[src/core/pll_ctl_pkg.sv]
// Shared constants, register map and carrier types of the synthesizer control logic.
package pll_ctl_pkg;

	// ****************************************************************
	// Widths
	// ****************************************************************
	localparam int R_W       = 6;
	localparam int M_W       = 9;
	localparam int A_W       = 4;
	localparam int PRIMARY_W = 20;
	localparam int AUX_W     = 8;
	localparam int DATA_W    = 32;
	localparam int ADDR_W    = 4;
	localparam int EV_W      = 4;
	localparam int PSC_W     = 4;

	// ****************************************************************
	// Field positions inside the loaded serial word and the auxiliary bits
	// ****************************************************************
	localparam int A_LSB       = 0;
	localparam int M_LSB       = 4;
	localparam int R_LSB       = 13;
	localparam int BYPASS_BIT  = 19;
	localparam int MON_SEL_BIT = 0;

	// ****************************************************************
	// Prescaler moduli (base value, the swallow phase adds one)
	// ****************************************************************
	localparam logic [PSC_W-1:0] PSC_SMALL = 4'h5;
	localparam logic [PSC_W-1:0] PSC_LARGE = 4'ha;
	localparam logic [PSC_W-1:0] PSC_ONE   = 4'h1;

	// ****************************************************************
	// Register map (word index on the register port)
	// ****************************************************************
	localparam logic [ADDR_W-1:0] OFF_STATUS    = 4'h0;
	localparam logic [ADDR_W-1:0] OFF_MASK      = 4'h1;
	localparam logic [ADDR_W-1:0] OFF_WINDOW    = 4'h2;
	localparam logic [ADDR_W-1:0] OFF_SECONDARY = 4'h3;
	localparam logic [ADDR_W-1:0] OFF_AUX       = 4'h4;
	localparam logic [ADDR_W-1:0] OFF_ACTIVE    = 4'h5;
	localparam logic [ADDR_W-1:0] OFF_STATE     = 4'h6;

	// Status and mask bit positions.
	localparam int EV_LOCK_GAIN = 0;
	localparam int EV_LOCK_LOSS = 1;
	localparam int EV_TRANSFER  = 2;
	localparam int EV_AUX_SHIFT = 3;

	// State register bit positions.
	localparam int ST_DIRECT   = 0;
	localparam int ST_LOCKED   = 1;
	localparam int ST_BYPASS   = 2;
	localparam int ST_MOD_SMALL = 3;
	localparam int ST_AUX_GATE = 4;
	localparam int ST_LOCK_PIN = 5;

	// ****************************************************************
	// Reset values
	// ****************************************************************
	localparam logic [DATA_W-1:0] DATA_ZERO  = 32'h0000_0000;
	localparam logic [EV_W-1:0]   EV_ZERO    = 4'h0;
	localparam int                LOCK_WIN_W = 16;
	localparam logic [15:0]       LOCK_WINDOW_RST = 16'h0010;

	// ****************************************************************
	// Carrier types
	// ****************************************************************
	typedef struct packed {
		logic [R_W-1:0] r;
		logic [M_W-1:0] m;
		logic [A_W-1:0] a;
	} counter_set_t;

	typedef struct packed {
		logic           ref_in;
		logic           osc_in;
		logic           lock_pin;
		logic           aux_gate;
		logic           mod_sel;
		logic           psc_en_n;
		logic           direct;
		logic [A_W-1:0] a;
		logic [M_W-1:0] m;
		logic [R_W-1:0] r;
	} pin_bundle_t;

endpackage : pll_ctl_pkg

[src/core/pll_ctl.sv]
// Programming port, dividers, phase detector and lock detect of the synthesizer.
//
// The implementer's own choices: the plain strobed port and the address map.
`timescale 1ns/10ps
// ****************************************************************
// Summary of operation
// - Each rising serial clock edge shifts one bit into the 20-bit primary register, or the 8-bit auxiliary one when the select is high.
// - Bits enter the primary register only while the transfer strobe is low.
// - A rising edge of the transfer strobe copies the whole primary register into the secondary register at once.
// - Interface select high means direct pin programming, low means serial programming on the shared pins.
// - In direct mode the reference, main and swallow counter values come straight from their pins.
// - The active-low prescaler enable (bit 19 of the loaded word in serial mode), when high, feeds the oscillator input straight to the main counter.
// - Modulus choice high selects 5/6, low selects 10/11.
// - In serial mode the monitor output carries either the modulus control or the raw prescaler output, per the auxiliary bits.
// - The lock pin is open drain, released while locked and pulled low otherwise.
// - The down pulse goes low when the main signal leads, the up pulse when the reference leads.
// - The auxiliary bits act only while the auxiliary gate input is low.
// - Every digital input reads as low when left undriven.
// - The reference and main counters divide by integer values from the loaded word, or from the pins in direct mode.
// ****************************************************************
module pll_ctl #(
	parameter int                   LOCK_WIN_W     = pll_ctl_pkg::LOCK_WIN_W,
	parameter logic [LOCK_WIN_W-1:0] LOCK_WIN_RESET = pll_ctl_pkg::LOCK_WINDOW_RST
) (
	input  wire logic                              core_clk,
	input  wire logic                              nrst,
	input  wire logic [pll_ctl_pkg::ADDR_W-1:0]    reg_addr,
	input  wire logic [pll_ctl_pkg::DATA_W-1:0]    reg_wdata,
	input  wire logic                              reg_wr,
	input  wire logic                              reg_rd,
	output logic      [pll_ctl_pkg::DATA_W-1:0]    reg_rdata,
	output logic                                   irq,
	input  wire logic [pll_ctl_pkg::R_W-1:0]       direct_r_pins,
	input  wire logic [pll_ctl_pkg::M_W-1:0]       direct_m_pins,
	input  wire logic [pll_ctl_pkg::A_W-1:0]       direct_a_pins,
	input  wire logic                              interface_select,
	input  wire logic                              prescaler_enable_n,
	input  wire logic                              modulus_choice,
	input  wire logic                              aux_bits_gate,
	input  wire logic                              ref_in,
	input  wire logic                              osc_in,
	output logic                                   modulus_control_signal,
	output logic                                   monitor_output,
	output logic                                   pump_down_pulse,
	output logic                                   pump_up_pulse,
	output logic                                   detector_nand_node,
	input  wire logic                              lock_indicator_i,
	output logic                                   lock_indicator_o,
	output logic                                   lock_indicator_oe
);

	// ****************************************************************
	// Elaboration checks
	// ****************************************************************
	generate
		if (LOCK_WIN_W < 1 || LOCK_WIN_W > pll_ctl_pkg::DATA_W) begin : g_bad_win
			$error("pll_ctl: LOCK_WIN_W must lie between 1 and the data width.");
		end
	endgenerate

	// ****************************************************************
	// Pin synchronisers
	// ****************************************************************
	// Pull-downs make floating pins low, so reset puts the synchronisers at zero as well.
	pll_ctl_pkg::pin_bundle_t pins_raw;
	pll_ctl_pkg::pin_bundle_t pins_meta_q;
	pll_ctl_pkg::pin_bundle_t pins_q;
	pll_ctl_pkg::pin_bundle_t pins_prev_q;
	logic [2:0]               live_q;

	always_comb begin
		pins_raw.ref_in   = ref_in;
		pins_raw.osc_in   = osc_in;
		pins_raw.lock_pin = lock_indicator_i;
		pins_raw.aux_gate = aux_bits_gate;
		pins_raw.mod_sel  = modulus_choice;
		pins_raw.psc_en_n = prescaler_enable_n;
		pins_raw.direct   = interface_select;
		pins_raw.a        = direct_a_pins;
		pins_raw.m        = direct_m_pins;
		pins_raw.r        = direct_r_pins;
	end

	always_ff @(posedge core_clk) begin
		if (!nrst) begin
			pins_meta_q <= '0;
			pins_q      <= '0;
			pins_prev_q <= '0;
			live_q      <= '0;
		end else begin
			pins_meta_q <= pins_raw;
			pins_q      <= pins_meta_q;
			pins_prev_q <= pins_q;
			live_q      <= {live_q[1:0], 1'b1};
		end
	end

	// Shared pins: in serial mode these direct pins carry the serial port.
	logic serial_mode;
	logic serial_shift_clock;
	logic serial_input_bits;
	logic transfer_strobe;
	logic aux_shift_select;
	logic sclk_rise;
	logic strobe_rise;
	logic osc_rise;
	logic ref_rise;

	assign serial_mode        = !pins_q.direct;
	assign serial_shift_clock = pins_q.m[6];
	assign serial_input_bits  = pins_q.m[5];
	assign transfer_strobe    = pins_q.m[4];
	assign aux_shift_select   = pins_q.a[1];
	// Edges count only once both samples hold real pin levels; otherwise the idle-high
	// strobe would look like a rising edge right after reset and fire a false transfer.
	assign sclk_rise   = live_q[2] && serial_mode && serial_shift_clock && !pins_prev_q.m[6];
	assign strobe_rise = live_q[2] && serial_mode && transfer_strobe && !pins_prev_q.m[4];
	assign osc_rise    = live_q[2] && pins_q.osc_in && !pins_prev_q.osc_in;
	assign ref_rise    = live_q[2] && pins_q.ref_in && !pins_prev_q.ref_in;

	// ****************************************************************
	// Serial loading
	// ****************************************************************
	logic [pll_ctl_pkg::PRIMARY_W-1:0] primary_q;
	logic [pll_ctl_pkg::PRIMARY_W-1:0] secondary_q;
	logic [pll_ctl_pkg::AUX_W-1:0]     aux_q;
	logic                              ev_aux;

	assign ev_aux = sclk_rise && aux_shift_select;

	always_ff @(posedge core_clk) begin
		if (!nrst) begin
			primary_q <= '0;
		end else if (sclk_rise && !aux_shift_select && !transfer_strobe) begin
			primary_q <= {primary_q[pll_ctl_pkg::PRIMARY_W-2:0], serial_input_bits};
		end
	end

	always_ff @(posedge core_clk) begin
		if (!nrst) begin
			aux_q <= '0;
		end else if (ev_aux) begin
			aux_q <= {aux_q[pll_ctl_pkg::AUX_W-2:0], serial_input_bits};
		end
	end

	always_ff @(posedge core_clk) begin
		if (!nrst) begin
			secondary_q <= '0;
		end else if (strobe_rise) begin
			secondary_q <= primary_q;
		end
	end

	// ****************************************************************
	// Active divider settings
	// ****************************************************************
	pll_ctl_pkg::counter_set_t active;
	logic                      bypass;
	logic [pll_ctl_pkg::AUX_W-1:0] aux_eff;

	always_comb begin
		if (serial_mode) begin
			active.r = secondary_q[pll_ctl_pkg::R_LSB +: pll_ctl_pkg::R_W];
			active.m = secondary_q[pll_ctl_pkg::M_LSB +: pll_ctl_pkg::M_W];
			active.a = secondary_q[pll_ctl_pkg::A_LSB +: pll_ctl_pkg::A_W];
			bypass   = secondary_q[pll_ctl_pkg::BYPASS_BIT];
		end else begin
			active.r = pins_q.r;
			active.m = pins_q.m;
			active.a = pins_q.a;
			bypass   = pins_q.psc_en_n;
		end
	end

	assign aux_eff = pins_q.aux_gate ? '0 : aux_q;

	// ****************************************************************
	// Prescaler, main and swallow counters
	// ****************************************************************
	logic [pll_ctl_pkg::PSC_W-1:0] psc_base;
	logic [pll_ctl_pkg::PSC_W-1:0] psc_mod;
	logic [pll_ctl_pkg::PSC_W-1:0] psc_cnt_q;
	logic                          psc_tick;
	logic                          psc_out_q;
	logic [pll_ctl_pkg::M_W-1:0]   main_cnt_q;
	logic [pll_ctl_pkg::A_W-1:0]   swallow_q;
	logic                          main_tick;
	logic                          mod_ctl_q;

	assign psc_base  = pins_q.mod_sel ? pll_ctl_pkg::PSC_SMALL : pll_ctl_pkg::PSC_LARGE;
	assign psc_mod   = (swallow_q != '0) ? psc_base + pll_ctl_pkg::PSC_ONE : psc_base;
	assign psc_tick  = osc_rise && (bypass || (psc_cnt_q == psc_mod - pll_ctl_pkg::PSC_ONE));
	assign main_tick = psc_tick && (main_cnt_q <= 1);

	always_ff @(posedge core_clk) begin
		if (!nrst) begin
			psc_cnt_q <= '0;
		end else if (bypass || psc_tick) begin
			psc_cnt_q <= '0;
		end else if (osc_rise) begin
			psc_cnt_q <= psc_cnt_q + pll_ctl_pkg::PSC_ONE;
		end
	end

	// The raw prescaler output is shown as a toggle, one edge per prescaler cycle.
	always_ff @(posedge core_clk) begin
		if (!nrst) begin
			psc_out_q <= 1'b0;
		end else if (psc_tick) begin
			psc_out_q <= !psc_out_q;
		end
	end

	always_ff @(posedge core_clk) begin
		if (!nrst) begin
			main_cnt_q <= '0;
			swallow_q  <= '0;
		end else if (main_tick) begin
			main_cnt_q <= active.m;
			swallow_q  <= bypass ? '0 : active.a;
		end else if (psc_tick) begin
			main_cnt_q <= main_cnt_q - 1'b1;
			if (swallow_q != '0) begin
				swallow_q <= swallow_q - 1'b1;
			end
		end
	end

	always_ff @(posedge core_clk) begin
		if (!nrst) begin
			mod_ctl_q <= 1'b0;
		end else begin
			mod_ctl_q <= (swallow_q != '0);
		end
	end

	assign modulus_control_signal = mod_ctl_q;

	// ****************************************************************
	// Reference counter
	// ****************************************************************
	logic [pll_ctl_pkg::R_W-1:0] ref_cnt_q;
	logic [pll_ctl_pkg::R_W:0]   ref_next;
	logic                        ref_tick;

	assign ref_next = {1'b0, ref_cnt_q} + 1'b1;
	assign ref_tick = ref_rise && (ref_next >= {1'b0, active.r});

	always_ff @(posedge core_clk) begin
		if (!nrst) begin
			ref_cnt_q <= '0;
		end else if (ref_tick) begin
			ref_cnt_q <= '0;
		end else if (ref_rise) begin
			ref_cnt_q <= ref_next[pll_ctl_pkg::R_W-1:0];
		end
	end

	// ****************************************************************
	// Phase detector
	// ****************************************************************
	// Active-low flags are held directly so the pump pins come straight from flops.
	logic up_n_q;
	logic dn_n_q;

	always_ff @(posedge core_clk) begin
		if (!nrst) begin
			up_n_q <= 1'b1;
			dn_n_q <= 1'b1;
		end else if (!up_n_q && !dn_n_q) begin
			up_n_q <= 1'b1;
			dn_n_q <= 1'b1;
		end else begin
			if (ref_tick) begin
				up_n_q <= 1'b0;
			end
			if (main_tick) begin
				dn_n_q <= 1'b0;
			end
		end
	end

	assign pump_up_pulse      = up_n_q;
	assign pump_down_pulse    = dn_n_q;
	assign detector_nand_node = !(dn_n_q && up_n_q);

	// ****************************************************************
	// Lock detect
	// ****************************************************************
	// A streak counter stands in for the external filter capacitor: the lock state
	// flips only after the node disagrees with it for a whole window.
	logic [LOCK_WIN_W-1:0] window_q;
	logic [LOCK_WIN_W-1:0] streak_q;
	logic                  lock_q;
	logic                  disagree;
	logic                  lock_flip;

	assign disagree  = lock_q ? detector_nand_node : !detector_nand_node;
	assign lock_flip = disagree && ((streak_q + 1'b1) >= window_q);

	always_ff @(posedge core_clk) begin
		if (!nrst) begin
			streak_q <= '0;
		end else if (!disagree || lock_flip) begin
			streak_q <= '0;
		end else begin
			streak_q <= streak_q + 1'b1;
		end
	end

	always_ff @(posedge core_clk) begin
		if (!nrst) begin
			lock_q <= 1'b0;
		end else if (lock_flip) begin
			lock_q <= !lock_q;
		end
	end

	assign lock_indicator_o  = 1'b0;
	assign lock_indicator_oe = !lock_q;

	// ****************************************************************
	// Monitor output
	// ****************************************************************
	logic mon_q;

	always_ff @(posedge core_clk) begin
		if (!nrst) begin
			mon_q <= 1'b0;
		end else if (!serial_mode) begin
			mon_q <= 1'b0;
		end else if (aux_eff[pll_ctl_pkg::MON_SEL_BIT]) begin
			mon_q <= psc_out_q;
		end else begin
			mon_q <= mod_ctl_q;
		end
	end

	assign monitor_output = mon_q;

	// ****************************************************************
	// Registers and interrupt
	// ****************************************************************
	logic [pll_ctl_pkg::EV_W-1:0] status_q;
	logic [pll_ctl_pkg::EV_W-1:0] mask_q;
	logic [pll_ctl_pkg::EV_W-1:0] events;
	logic [pll_ctl_pkg::EV_W-1:0] clear_bits;
	logic [pll_ctl_pkg::DATA_W-1:0] rdata_d;
	logic [pll_ctl_pkg::DATA_W-1:0] rdata_q;

	always_comb begin
		events = '0;
		events[pll_ctl_pkg::EV_LOCK_GAIN] = lock_flip && !lock_q;
		events[pll_ctl_pkg::EV_LOCK_LOSS] = lock_flip && lock_q;
		events[pll_ctl_pkg::EV_TRANSFER]  = strobe_rise;
		events[pll_ctl_pkg::EV_AUX_SHIFT] = ev_aux;
	end

	assign clear_bits = (reg_wr && reg_addr == pll_ctl_pkg::OFF_STATUS) ?
		reg_wdata[pll_ctl_pkg::EV_W-1:0] : pll_ctl_pkg::EV_ZERO;

	// A new event beats a clear written in the same cycle.
	always_ff @(posedge core_clk) begin
		if (!nrst) begin
			status_q <= pll_ctl_pkg::EV_ZERO;
		end else begin
			status_q <= (status_q & ~clear_bits) | events;
		end
	end

	always_ff @(posedge core_clk) begin
		if (!nrst) begin
			mask_q   <= pll_ctl_pkg::EV_ZERO;
			window_q <= LOCK_WIN_RESET;
		end else if (reg_wr) begin
			if (reg_addr == pll_ctl_pkg::OFF_MASK) begin
				mask_q <= reg_wdata[pll_ctl_pkg::EV_W-1:0];
			end
			if (reg_addr == pll_ctl_pkg::OFF_WINDOW) begin
				window_q <= reg_wdata[LOCK_WIN_W-1:0];
			end
		end
	end

	always_comb begin
		rdata_d = pll_ctl_pkg::DATA_ZERO;
		unique case (reg_addr)
			pll_ctl_pkg::OFF_STATUS:    rdata_d[pll_ctl_pkg::EV_W-1:0] = status_q;
			pll_ctl_pkg::OFF_MASK:      rdata_d[pll_ctl_pkg::EV_W-1:0] = mask_q;
			pll_ctl_pkg::OFF_WINDOW:    rdata_d[LOCK_WIN_W-1:0] = window_q;
			pll_ctl_pkg::OFF_SECONDARY: rdata_d[pll_ctl_pkg::PRIMARY_W-1:0] = secondary_q;
			pll_ctl_pkg::OFF_AUX:       rdata_d[pll_ctl_pkg::AUX_W-1:0] = aux_q;
			pll_ctl_pkg::OFF_ACTIVE:    rdata_d[$bits(active)-1:0] = active;
			pll_ctl_pkg::OFF_STATE: begin
				rdata_d[pll_ctl_pkg::ST_DIRECT]    = pins_q.direct;
				rdata_d[pll_ctl_pkg::ST_LOCKED]    = lock_q;
				rdata_d[pll_ctl_pkg::ST_BYPASS]    = bypass;
				rdata_d[pll_ctl_pkg::ST_MOD_SMALL] = pins_q.mod_sel;
				rdata_d[pll_ctl_pkg::ST_AUX_GATE]  = pins_q.aux_gate;
				rdata_d[pll_ctl_pkg::ST_LOCK_PIN]  = pins_q.lock_pin;
			end
			default: rdata_d = pll_ctl_pkg::DATA_ZERO;
		endcase
	end

	// Read data stand only in the cycle after the read strobe.
	always_ff @(posedge core_clk) begin
		if (!nrst) begin
			rdata_q <= pll_ctl_pkg::DATA_ZERO;
		end else if (reg_rd) begin
			rdata_q <= rdata_d;
		end else begin
			rdata_q <= pll_ctl_pkg::DATA_ZERO;
		end
	end

	assign reg_rdata = rdata_q;
	assign irq       = |(status_q & mask_q);

endmodule : pll_ctl

[config.mk]
export PLATFORM = sky130hd
export DESIGN_NAME = pll_ctl
export DESIGN_NICKNAME = d
export VERILOG_FILES = /design/src/core/pll_ctl_pkg.sv /design/src/core/pll_ctl.sv
export SDC_FILE = /design/constraint.sdc
export NUM_CORES = 1
export LEC_CHECK = 0
export BUFFER_PORTS_ARGS = -buffer_cell sky130_fd_sc_hd__buf_2
export CAP_MARGIN = 40
export CORE_ASPECT_RATIO = 1.2
export CORE_MARGIN = 2
export CORE_UTILIZATION = 52
export CTS_CLUSTER_DIAMETER = 80
export DETAILED_ROUTE_END_ITERATION = 6
export HOLD_SLACK_MARGIN = 0.15
export PLACE_DENSITY = 0.76
export SETUP_SLACK_MARGIN = 0.3
export SLEW_MARGIN = 25
export SYNTH_ARGS = -nofsm -noshare
export SYNTH_HDL_FRONTEND = slang
export SYNTH_SLANG_ARGS = --single-unit
export TNS_END_PERCENT = 20
[constraint.sdc]
create_clock -name core_clk -period 2.8 [get_ports core_clk]
set_input_delay 0.28 -clock core_clk [delete_from_list [all_inputs] [get_ports core_clk]]
set_output_delay 0.28 -clock core_clk [all_outputs]
set_load 0.01 [all_outputs]
### Yosys cells after proc, flatten, opt, wreduce, memory -nomap -nowiden

Index checks and enable logic that the tools add are counted.

* flip-flop bits (word level): 213
* output and inout port bits: 40
* bits of input ports: 66
* logic and storage cells: 139

* reduce and logical (&&, ||, !) cells: 52
* $add $sub $neg: 7
* equality and inequality tests: 7
* mux-type cells: 20
* magnitude comparators: 3
* bitwise logic cells: 5

Operators with widths (count)
* $mux W4: 7
* $pmux W4 S7: 1
* $pmux W8 S3: 1
* $logic_and A1 B1 Y1: 21
* $mux W19: 1
* $mux W9: 2
* $add A16 B1 Y16 const B: 1
* $ge A16 B16 Y1: 1
* $logic_not A1 Y1: 13
* $eq A4 B3 Y1 const B: 3
* $pmux W2 S5: 1
* $reduce_or A2 Y1: 5
* $le A9 B1 Y1 const B: 1
* $sub A9 B1 Y9 const B: 1
* $add A4 B1 Y4 const B: 2
* $and A4 B4 Y4: 2
* $eq A4 B2 Y1 const B: 2
* $pmux W2 S4: 1
* $reduce_and A2 Y1: 4
* $sub A4 B1 Y4 const B: 2
* $add A6 B1 Y7 const B: 1
* $ge A7 B6 Y1: 1
* $pmux W3 S2: 1
* $mux W1: 5
* 11 further kinds: 14

### Longest topological paths before layout

Gate-level depths: netlist of the first run.

* depth in word-level cells: 10
* depth in mapped cells: 12
* mapped depth without buffers: 11

### Worst setup path before layout of the first run

No wires, ideal clock.

* path type: register to register
* start: register streak_q[0]
* end: register streak_q[7]
* arrival: 2.512 ns
* stages on the path, launching flop included: 13
* path buffers: 1
* data required time: 2.686 ns
* period minus slack after synthesis: 2.625 ns
* library setup time: 0.114 ns
* path slack: 0.175 ns
* cell sequence: dfxtp_1 -> ha_1 -> and4_1 -> nand4_1 -> nor2_1 -> xor2_1 -> ha_1 -> and4_1 -> nand4_1 -> or4_4 -> nand3_2 -> buf_6 -> nor2b_1

* longest elaborated chain between the ends: 5

RTL lines
* start: declaration: line pll_ctl.sv:294 `logic [LOCK_WIN_W-1:0] streak_q;`
* start signal: assignment: line pll_ctl.sv:308 `streak_q <= streak_q + 1'b1;`
* $add A16 B1 Y16 (*): line pll_ctl.sv:300, pll_ctl.sv:308
* $ge A16 B16 Y1: line pll_ctl.sv:300 `assign lock_flip = disagree && ((streak_q + 1'b1) >= window_q);`
* $logic_and A1 B1 Y1: line pll_ctl.sv:300
* $logic_or A1 B1 Y1: line pll_ctl.sv:305 `end else if (!disagree || lock_flip) begin`
* $reduce_or A2 Y1 (no source line)

Every way passes the cells marked *; elsewhere a longest branch is shown, timed or not.
A chain may end at the register's enable or synchronous reset.

### Final worst setup path of the first run

* start: register streak_q[0]
* end: register streak_q[2]

The elaborated chain is that of the path after synthesis.

==> results of run 1 <==
[final cells by class]
type,instances,area share
Timing Repair Buffer,139,0.09661
Tap cell,212,0.02616
Sequential cell,196,0.3884
Multi-Input combinational cell,690,0.4243
Inverter,30,0.01110
Clock inverter,12,0.009377
Clock buffer,20,0.04405
[cell usage in the layout, fill, tap and decap left out, types with 20 or more instances in the layout]
master / netlist / final
buf_2: 12 / 76
mux2i_1: 33 / 33
dfxtp_1: 196 / 188
dlygate4sd3_1: 0 / 44
inv_1: 27 / 27
nand2_1: 166 / 166
nor2_1: 62 / 59
o21ai_0: 20 / 20
a21oi_1: 96 / 96
and2_1: 63 / 62
ha_1: 29 / 27
[power breakdown]
part           total, uW  leakage (uW)  switching (uW)  internal (uW)
registers           2870       0.00160            31.6           2840
logic                316       0.00210             170            146
clock network       2250      0.000268            1070           1180
total               5440       0.00396            1270           4160
[cells by family after synthesis]
group,count (synthesis)
AO/OA/AOI/OAI,183
XOR/XNOR,29
adder cells (fa/ha/maj),29
buffers and inverters,92
flip-flops,196
multiplexers,39
other,1
AND/OR/NAND/NOR,396
[synth_stat cells, drive strengths merged, types with 2 or more instances]
| master | count | area [sq um] |
|---|---|---|
| dfxtp | 196 | 3924 |
| o211ai | 5 | 37.54 |
| and3b | 3 | 26.28 |
| and3 | 7 | 45.05 |
| a22oi | 6 | 45.04 |
| nor2 | 64 | 250.2 |
| and4 | 5 | 43.79 |
| clkbuf | 25 | 93.84 |
| o22a | 2 | 17.52 |
| nor4 | 2 | 27.53 |
| a31o | 4 | 35.03 |
| nor3b | 7 | 57.55 |
| and2 | 63 | 394.1 |
| a211oi | 7 | 62.56 |
| a21boi | 4 | 33.78 |
| nand4 | 7 | 43.79 |
| o21bai | 3 | 22.52 |
| o21a | 4 | 30.03 |
| a31oi | 4 | 25.02 |
| mux2i | 34 | 344.1 |
| and4bb | 2 | 25.02 |
| xor2 | 13 | 113.9 |
| o21ai | 22 | 110.1 |
| buf | 37 | 251.5 |
| a2111oi | 2 | 17.52 |
| ha | 29 | 362.9 |
| nor3 | 20 | 100.1 |
| nand3 | 18 | 95.09 |
| a222oi | 4 | 40.04 |
| mux2 | 4 | 45.04 |
| xnor2 | 16 | 140.1 |
| o31ai | 4 | 35.03 |
| or3 | 2 | 12.51 |
| a21o | 2 | 15.01 |
| inv | 29 | 108.9 |
| a221oi | 2 | 17.52 |
| nand2b | 9 | 56.30 |
| a21oi | 97 | 489.2 |
| o22ai | 3 | 18.77 |
| nor2b | 17 | 106.4 |
| nand2 | 166 | 623.1 |
[routing by layer]
layer / vias up / GRT usage / wire [um]
li1: 3472 / - / -
met4: 0 / 0.08078 / 342
met2: 205 / 0.4059 / 9880
met5: - / 0 / 0
met1: 3272 / 0.2956 / 8951
met3: 25 / 0.05244 / 1019
[repair_timing]
action | CTS | global route
buffers inserted | 4 | 2
pin swaps | 14 | 8
endpoints found under the setup margin | 20 | 30
gates resized for setup | 10 | 12
hold buffers | 44 | 0
endpoints found under the hold margin | 49 | 0
cloned | 1 | 0
[final timing paths]
check                                     start          end  slack, ns  depth (start not counted)
worst max-delay path                streak_q[0]  streak_q[2]       0.06                         12
worst min-delay path                       nrst    live_q[0]       0.21                          1
worst max register to register      streak_q[0]  streak_q[2]       0.06                         12
worst min register to register  pins_meta_q[20]   pins_q[20]       0.43                          1
[sequential cells by signal (all words and copies together), names as in the netlist]
name,cells
aux_q,8
aux_shift_select,1
primary_q,20
swallow_q,4
ref_cnt_q,6
streak_q,16
pump_down_pulse,1
monitor_output,1
status_q,4
secondary_q,20
main_cnt_q,9
live_q,3
pump_up_pulse,1
lock_q,1
psc_cnt_q,4
window_q,16
pins_q,25
reg_rdata,20
pins_prev_q,4
modulus_control_signal,1
psc_out_q,1
mask_q,4
pins_meta_q,26
[metrics by stage]
stage          setup TNS, ns  total power (uW)    util  instance area, sq um
3_5_place_dp               0              3188  0.5579                  9006
2_1_floorplan              0              3108       -                  8596
3_3_place_gp               0              3183  0.5579                  9006
5_1_grt              -0.8347              5645  0.6281                 10140
4_1_cts                    0              5477  0.6240                 10070
6_report                   0              5435  0.6281                 10140
==> results by group, run 1 <==
Placement
  – GP Congestion: 0.8912
  – Post-DP HPWL: 13770 um
  – Placed Cells: 1216
  – Post-place setup slack: between 0.01 and 0.015 ns
  – IO buf count: 76

Setup path
  – Delay-heaviest family, CP: simple AND/OR/NAND/NOR gates
  – CP required: 3.16 ns
  – WP buf/inv: 1
  – CP most frequent cell: and4_4
  – Critical Path End Type: register
  – Startpoint class of the critical path: register
  – Critical path type: register to register
  – Slowest CP cell: dfxtp_4
  – Critical path cell sequence: ha_4 -> and4_4 -> nand4_1 -> nor2_2 -> xor2_2 -> ha_1 -> and4_4 -> and3_2 -> nor4_4 -> buf_4 -> nand3_4 -> nor2b_1
  – Critical Path Max Stage Delay: around 0.38 ns
  – Max FO, Critical Path: 8
  – CP arrival: 3.10 ns

Yosys
  – Adder-cell share of the synthesized area: 0.04271
  – Compound-Gate Fraction of Synth Area: 0.1340
  – Synth Area in Simple Gates: 0.2287
  – Post-synthesis sequential area ratio: 0.4619
  – Ys Warns: 0
  – Synth unique cells: 72
  – Syn Area/Cell: 8.804 sq um
  – EDFF count, synth: 0
  – Mapped Area: 8496 sq um
  – Post-synthesis mux area share: 0.04845
  – Synth Area in XOR/XNOR: 0.02990
  – Cell count after synthesis: 965
  – Post-synth top flop: dfxtp_1
  – Synth Register Bits: slightly below 200
  – Main combinational cell family by area after synthesis: simple AND/OR/NAND/NOR gates
  – Asr flop ratio synth: 0

Routing
  – Wirelength, routed: about 20000 um
  – Via count: 6974
  – Drt initial violations: 422
  – TritonRoute pass-1 iters: 5
  – Wirelength per Cell: 15.55 um
  – Antenna Violating Nets Remaining: 0
  – Via density: 5.369
  – # DRC: 0

Power
  – Maximum VDD drop: about 0.00041 V
  – Leakage: between 0.003 and 0.004 uW
  – Power density over the cells: roughly 540 nW/um^2

STA
  – Skew final: 0.01079 ns
  – Min Hold Slack: 0.2069 ns
  – Min Tclk post-route: 2.738 ns
  – RSZ-0062 raised after global routing: true
  – Final worst path period share: 0.9779
  – Post-layout worst setup margin: 0.06174 ns
  – Final Max Slew Viols: 0
  – Count of final hold-check violations: 0
  – Slew margin rel.: 0.5035
  – Fmax: ~370 MHz
  – Slew @ Worst Pin: 0.7448 ns
  – Final setup viols: 0

Global routing
  – GRT Resource Usage Total: 0.2370
  – Largest net degree at the start of global routing: 65
  – Initial antenna violation count: 0
  – Vias in the first global route: between 6000 and 7000
  – Final global-route overflow total: 0
  – Global-route wire length before repair: 32330 um

Floorplanning
  – Core area: 16140 sq um
  – Die area: 17380 sq um
  – Core Rows: 51
  – Die width: about 120 um
  – Die Height: approximately 140 um
  – Io pins: between 100 and 150
  – Initial Util: 0.5262

Cells and area
  – Non-filler instance count after layout: 1299
  – Fin nets: 1169
  – Flip-flop and latch area: about 4000 sq um
  – ANT cells: 0
  – Layout cells sized above 1: 0.1684
  – Area Growth Syn to Fin: 19.37%
  – Area of the multi-input gates: ~4300 sq um
  – Filler instances: about 1300

Clocking
  – CTS sink cnt: 196
  – Latest clock arrival within the worst-skew pair: 0.44 ns
  – CTS clock-pin slew for the worst setup and hold paths: 0.07 ns
  – CTS tree: yes
  – Root Driver: clkbuf_16
  – H-tree depth: 4
  – Max Buffers Root-to-Sink: 2
  – TritonCTS Buffers: 17

Min path
  – Worst Hold Class: input pin to register

Outcome
  – Outcome: completed

Job
  – MaxCap Viol Count: 0
Power figures use the tool's default switching activity.
==> inputs of run 2 (changes only) <==
Settings changed: PLACE_DENSITY 0.76 to 0.82.
==> results by group, run 2 (synthesis gave the netlist of run 1 again) <==
Power
  – Maximum VDD drop: 0.0003788 V (-7.4%)
  – Power density over the cells: 545.9 nW/um^2 (+1.9%)
  – Total power draw: 5557 uW (+2.2%)
  – Leakage: 0.003993 uW (+0.80%)

Setup path
  – WP buf/inv: 0 (-1)
  – Critical Path Max Stage Delay: 0.61 ns (+0.23 ns)
  – Critical path type: register to register
  – Max FO, Critical Path: 5 (-3)
  – Startpoint class of the critical path: register
  – Slowest CP cell: or4_4
  – Delay-heaviest family, CP: simple AND/OR/NAND/NOR gates
  – Critical Path End Type: register
  – CP required: 3.16 ns (about the same)
  – CP arrival: 3.10 ns (about the same)
  – Critical path cell sequence: ha_4 -> and4_4 -> nand4_1 -> nor2_1 -> xor2_1 -> ha_1 -> and4_4 -> nand4_1 -> or4_4 -> nand3_4 -> mux2i_1

Global routing
  – Global-route wire length before repair: 32740 um (+1.3%)
  – Met2 usage: 0.4041 (-0.001784)
  – Initial antenna violation count: 0 (unchanged)
  – Met3 GRT Util: 0.03509 (-0.01735)
  – GR peak layer: met2
  – GRT Resource Usage Total: 0.2397 (+0.002650)
  – Final global-route overflow total: 0 (unchanged)
  – Vias in the first global route: 6545 (-1.2%)
  – Largest net degree at the start of global routing: 48 (-26%)
  – Routing usage on met1: 0.3065 (+0.01087)

Clocking
  – CTS tree: yes
  – CTS sink cnt: 196 (unchanged)
  – Max Buffers Root-to-Sink: 2 (unchanged)
  – TritonCTS Buffers: 17 (unchanged)
  – CTS clock-pin slew for the worst setup and hold paths: 0.07 ns (about the same)
  – Root Driver: clkbuf_16
  – H-tree depth: 4 (unchanged)
  – Latest clock arrival within the worst-skew pair: 0.44 ns (about the same)

Placement
  – GP Congestion: 0.9118 (+2.3%)
  – Post-place setup slack: -0.05486 ns (-0.06777 ns)
  – Post-DP HPWL: 13870 um (+0.71%)
  – IO buf count: 76 (unchanged)
  – Placed Cells: 1216 (unchanged)

Routing
  – Wirelength, routed: 20250 um (+0.29%)
  – Via density: 5.466 (+1.8%)
  – Antenna Violating Nets Remaining: 0 (unchanged)
  – Wirelength per Cell: 15.58 um (+0.22%)
  – Drt initial violations: 578 (+37%)
  – TritonRoute pass-1 iters: 7 (+2)
  – # DRC: 0 (unchanged)
  – Via count: 7106 (+1.9%)

Floorplanning
  – Die width: 120.7 um (unchanged)
  – Core area: 16140 sq um (unchanged)
  – Die area: 17380 sq um (unchanged)
  – Initial Util: 0.5262 (unchanged)
  – Core Rows: 51 (unchanged)
  – Io pins: 106 (unchanged)
  – Die Height: 144.0 um (unchanged)

Cells and area
  – Layout cells sized above 1: 0.1737 (+0.005360)
  – Max reg flops: 26 (unchanged)
  – Filler instances: 1268 (-4.9%)
  – Non-filler instance count after layout: 1300 (+0.077%)
  – Fin nets: 1170 (+0.086%)
  – Most frequent cells in the layout: 188 x dfxtp_1, 164 x nand2_1, 96 x a21oi_1, 76 x buf_2, 63 x and2_1
  – Most common cell after layout, fill and taps aside: dfxtp_1
  – Regs by FF count: pins_meta_q x26, pins_q x25
  – ANT cells: 0 (unchanged)
  – Area Growth Syn to Fin: 19.81%
  – Biggest register: pins_meta_q

STA
  – Min Tclk post-route: 2.733 ns (-0.005284 ns)
  – Final setup TNS: 0 ns (unchanged)
  – Post-layout worst setup margin: 0.06703 ns (+0.005284 ns)
  – Final setup viols: 0 (unchanged)
  – RSZ-0062 raised after global routing: true
  – Count of final hold-check violations: 0 (unchanged)
  – Final worst path period share: 0.9761 (-0.001887)
  – Skew final: 0.01077 ns (-0.00001970 ns)
  – Final Max Slew Viols: 0 (unchanged)
  – Min Hold Slack: 0.1833 ns (-0.02360 ns)
  – Slew margin rel.: 0.5108 (+0.007273)
  – Fmax: 365.9 MHz (+0.19%)
  – Slew @ Worst Pin: 0.7339 ns (-0.01091 ns)

Outcome
  – Outcome: completed

Min path
  – Worst Hold Class: input pin to register

Job
  – MaxCap Viol Count: 0 (unchanged)
-- run 2: cell types whose count changed in the layout (fill, tap and decap cells not counted), sizes merged --
cell	change
clkbuf	-1
clkinv	+1
bufinv	+1
dlygate4sd3	-1
inv	-1
buf	+2
-- run 2: final cells by class --
| type | instances | area (sq um) | area share |
|---|---|---|---|
| clock buffers | 19 | 442.9 | 0.04352 |
| clock inverters | 13 | 141.4 | 0.01389 |
| inverters | 30 | 112.6 | 0.01106 |
| multi-input cells | 690 | 4305 | 0.4230 |
| flip-flops and latches | 196 | 3939 | 0.3870 |
| well taps | 212 | 265.3 | 0.02606 |
| repair buffers | 140 | 972.2 | 0.09551 |
-- run 2: final timing paths --
path | from | to | slack [ns] | depth (start not counted)
max | streak_q[0] | lock_q | 0.07 | 11
min | reg_rd | reg_rdata[19] | 0.18 | 2
max reg2reg | streak_q[0] | lock_q | 0.07 | 11
min reg2reg | pins_meta_q[15] | pins_q[15] | 0.43 | 1
-- run 2: worst register-to-register path: stages, from the launching register on --
cell,delay (ns)
dfxtp_4,0.38
ha_4,0.13
and4_4,0.24
nand4_1,0.10
nor2_1,0.13
xor2_1,0.11
ha_1,0.31
and4_4,0.27
nand4_1,0.09
or4_4,0.61
nand3_4,0.12
mux2i_1,0.17
-- run 2: metrics by stage --
step / util / area (sq um)
6_report: 0.6305 / 10180
5_1_grt: 0.6305 / 10180
4_1_cts: 0.6286 / 10150
3_5_place_dp: 0.5571 / 8994
3_3_place_gp: 0.5571 / 8994
2_1_floorplan: - / 8596
-- run 2: report_power, final --
| part | switching [uW] | leakage [uW] | internal, uW | total (uW) |
|---|---|---|---|---|
| sequential | 31.6 | 0.00160 | 2840 | 2870 |
| clock | 1090 | 0.000282 | 1280 | 2370 |
| combinational | 173 | 0.00211 | 148 | 321 |
| total | 1290 | 0.00399 | 4260 | 5560 |
-- run 2: metal layers --
metal | wire [um] | up-vias
met5 | 0 | -
met4 | 587 | 0
met3 | 1156 | 40
li1 | - | 3476
met1 | 8713 | 3309
met2 | 9797 | 281
-- run 2: what timing repair did --
action,CTS,global route
resized for setup,16,8
gates cloned,1,0
hold buffers,43,0
pin swaps,21,9
buffers inserted,8,0
setup endpoints to repair,19,19
hold endpoints to repair,46,0
==> inputs of run 3 (changes only) <==
Settings changed: CORE_UTILIZATION 52 to 58, GPL_TIMING_DRIVEN set to 1, PLACE_DENSITY 0.82 to 0.86.
Clock period 2.8 ns to 2.7 ns, I/O delays scaled along.
==> results by group, run 3 (synthesis gave the netlist of run 1 again) <==
Outcome
  – Outcome: complete, but fails checks
  – Failing checks: setup timing

Placement
  – GP Congestion: 0.8831 (-3.1%)
  – Post-DP HPWL: 13580 um (-2.1%)
  – Placed cell areas: 8955 sq um (-0.43%)
  – Post-place setup slack: -0.06155 ns (-0.006687 ns)
  – Placed Cells: 1180 (-3.0%)
  – IO buf count: 76 (unchanged)

Setup path
  – Startpoint class of the critical path: register
  – Setup crit start: streak_q[5]
  – CP most frequent cell: nand4_1
  – Slowest CP cell: or4_4
  – RR Endpoint: streak_q[14]
  – CP required: 3.01 ns (-0.15 ns)
  – Worst Setup EP: streak_q[14]
  – Critical Path End Type: register
  – Critical path type: register to register
  – Max FO, Critical Path: 8 (+3)
  – Critical path cell sequence: and3_4 -> nand4_1 -> buf_4 -> nor3_4 -> xor2_1 -> ha_1 -> and4_4 -> nand4_1 -> or4_4 -> nand3_4 -> nor2b_1
  – Reg-to-reg setup timing slack: -0.19 ns (-0.25 ns)
  – CP arrival: 3.20 ns (+0.10 ns)
  – Critical Path Max Stage Delay: 0.62 ns (about the same)
  – R2r worst-path depth: 11 (unchanged)
  – Reg2Reg Launch Point: streak_q[5]

Clocking
  – CTS sink cnt: 196 (unchanged)
  – TritonCTS Buffers: 17 (unchanged)
  – CTS clock-pin slew for the worst setup and hold paths: 0.07 ns (about the same)
  – Root Driver: clkbuf_16
  – H-tree depth: 4 (unchanged)
  – Latest clock arrival within the worst-skew pair: 0.44 ns (about the same)
  – Max Buffers Root-to-Sink: 2 (unchanged)
  – CTS tree: yes

Power
  – Internal: 4320 uW (+1.4%)
  – Part of the power in registers: 0.531 (+0.015)
  – Logic pwr share: 0.062 (+0.004)
  – Total power draw: 5600 uW (+0.78%)
  – Clk pwr share: 0.407 (-0.019)
  – Net load switching power: 1280 uW (-1.2%)
  – Leakage: 0.004066 uW (+1.8%)
  – Power density over the cells: 545.7 nW/um^2 (about the same)
  – Sw Share: 0.2285 (-0.004485)
  – Maximum VDD drop: 0.0003981 V (+5.1%)

STA
  – Slew margin rel.: 0.3041 (-0.2066)
  – Fmax: 346.5 MHz (-5.3%)
  – Post-layout worst setup margin: -0.1857 ns (-0.2527 ns)
  – Slew @ Worst Pin: 1.017 ns (+0.2836 ns)
  – Final Max Slew Viols: 0 (unchanged)
  – Skew final: 0.009276 ns (-0.001493 ns)
  – Min Tclk post-route: 2.886 ns (+0.1527 ns)
  – Final setup viols: 19 (+19)
  – Final worst path period share: 1.069 (+0.09270)
  – Count of final hold-check violations: 0 (unchanged)
  – RSZ-0062 raised after global routing: true

Floorplanning
  – Initial Util: 0.5919 (+0.06564)
  – Io pins: 106 (unchanged)
  – Die area: 15640 sq um (-10%)
  – Core area: 14350 sq um (-11%)
  – Die width: 114.5 um (-5.1%)
  – Die Height: 136.6 um (-5.2%)
  – Core Rows: 48 (-5.9%)

Global routing
  – Initial antenna violation count: 0 (unchanged)
  – Global-route wire length before repair: 33770 um (+3.1%)
  – Final global-route overflow total: 0 (unchanged)
  – Vias in the first global route: 6912 (+5.6%)
  – Largest net degree at the start of global routing: 41 (-15%)
  – GRT Resource Usage Total: 0.2756 (+0.03593)

Cells and area
  – Area Growth Syn to Fin: 20.79%
  – Max reg flops: 26 (unchanged)
  – ANT cells: 0 (unchanged)
  – Regs by FF count: pins_meta_q x26, pins_q x25
  – Final instance area: 10260 sq um (+0.82%)
  – Fin nets: 1180 (+0.85%)
  – Non-filler instance count after layout: 1273 (-2.1%)
  – Most frequent cells in the layout: 187 x dfxtp_1, 165 x nand2_1, 96 x a21oi_1, 76 x buf_2, 62 x and2_1
  – Util after Layout: 0.7150 (+0.08448)
  – Biggest register: pins_meta_q
  – Layout cells sized above 1: 0.1876 (+0.01390)
  – Most common cell after layout, fill and taps aside: dfxtp_1

Min path
  – Worst Hold Class: input pin to register
  – Min-delay src: reg_wdata[11]

Routing
  – # DRC: 0 (unchanged)
  – Wirelength per Cell: 17.29 um (+11%)
  – Via density: 5.760 (+5.4%)
  – Wirelength, routed: 22010 um (+8.7%)
  – TritonRoute pass-1 iters: 6 (-1)
  – Via count: 7333 (+3.2%)
  – Antenna Violating Nets Remaining: 0 (unchanged)
  – Drt initial violations: 808 (+40%)

Job
  – MaxCap Viol Count: 0 (unchanged)
run 3: changes by cell type in the layout (fill, tap and decap cells not counted), moves of 3 or more:
cell | before | now
nor3_4 | 1 | 4
inv_6 | 5 | 0
clkbuf_1 | 1 | 4
nor2_1 | 61 | 58
clkinv_2 | 0 | 5
buf_4 | 20 | 28
ha_1 | 28 | 25
nor3_2 | 3 | 0
ha_4 | 1 | 4
clkinv_4 | 5 | 1
run 3: final cells by class:
cell class	count	area, sq um
multi-input cells	690	4408
fillers	1010	4091
flip-flops and latches	196	3945
repair buffers	150	1054
clock buffers	23	467.9
well taps	175	219.0
inverters	30	112.6
clock inverters	9	56.30
run 3: worst max-delay path, delay by kind of cell (launching register included):
kind / cells / cell delay, ns
buffers and inverters: 1 / 0.21
adder cells (fa/ha/maj): 1 / 0.35
XOR/XNOR: 1 / 0.11
AND/OR/NAND/NOR: 8 / 1.74
flip-flops: 1 / 0.35
run 3: stage by stage:
stage                     hold WS [ns]  setup TNS [ns]
after global routing            0.1855          -3.952
after CTS                       0.1553               0
after detailed placement        0.4169         -0.3067
after global placement          0.4146               0
after floorplan                 0.2977               0
final                           0.1868          -2.588
run 3: worst min-delay path by stage:
| stage | to | slack [ns] | depth (start not counted) |
|---|---|---|---|
| 6_report | window_q[11] | 0.19 | 3 |
| 5_1_grt | window_q[11] | 0.19 | 3 |
| 4_1_cts | window_q[11] | 0.16 | 3 |
| 3_5_place_dp | pins_q[10] | 0.42 | 1 |
| 3_3_place_gp | live_q[1] | 0.41 | 1 |
| 2_1_floorplan | live_q[0] | 0.30 | 0 |
run 3: repair_timing:
| action | 4_1_cts | 5_1_grt |
|---|---|---|
| pin swaps | 14 | 18 |
| hold buffers | 44 | 0 |
| hold endpoints to repair | 48 | 0 |
| endpoints found under the setup margin | 26 | 38 |
| buffers inserted | 12 | 4 |
| gates resized for setup | 16 | 30 |
| gates cloned | 1 | 0 |
run 3: per-layer routing:
layer,track usage,part of all wire
met1,0.3377,0.39
met2,0.4527,0.48
met3,0.04650,0.073
met4,0.1673,0.053
met5,0,0
run 3: power groups by stage:
stage | Combinational, uW | Clock [uW] | Sequential [uW]
2_1_floorplan | 197 | 0 | 3030
3_3_place_gp | 257 | 0 | 3040
3_5_place_dp | 265 | 0 | 3040
4_1_cts | 330 | 2290 | 2970
5_1_grt | 378 | 2410 | 2980
6_report | 349 | 2280 | 2970
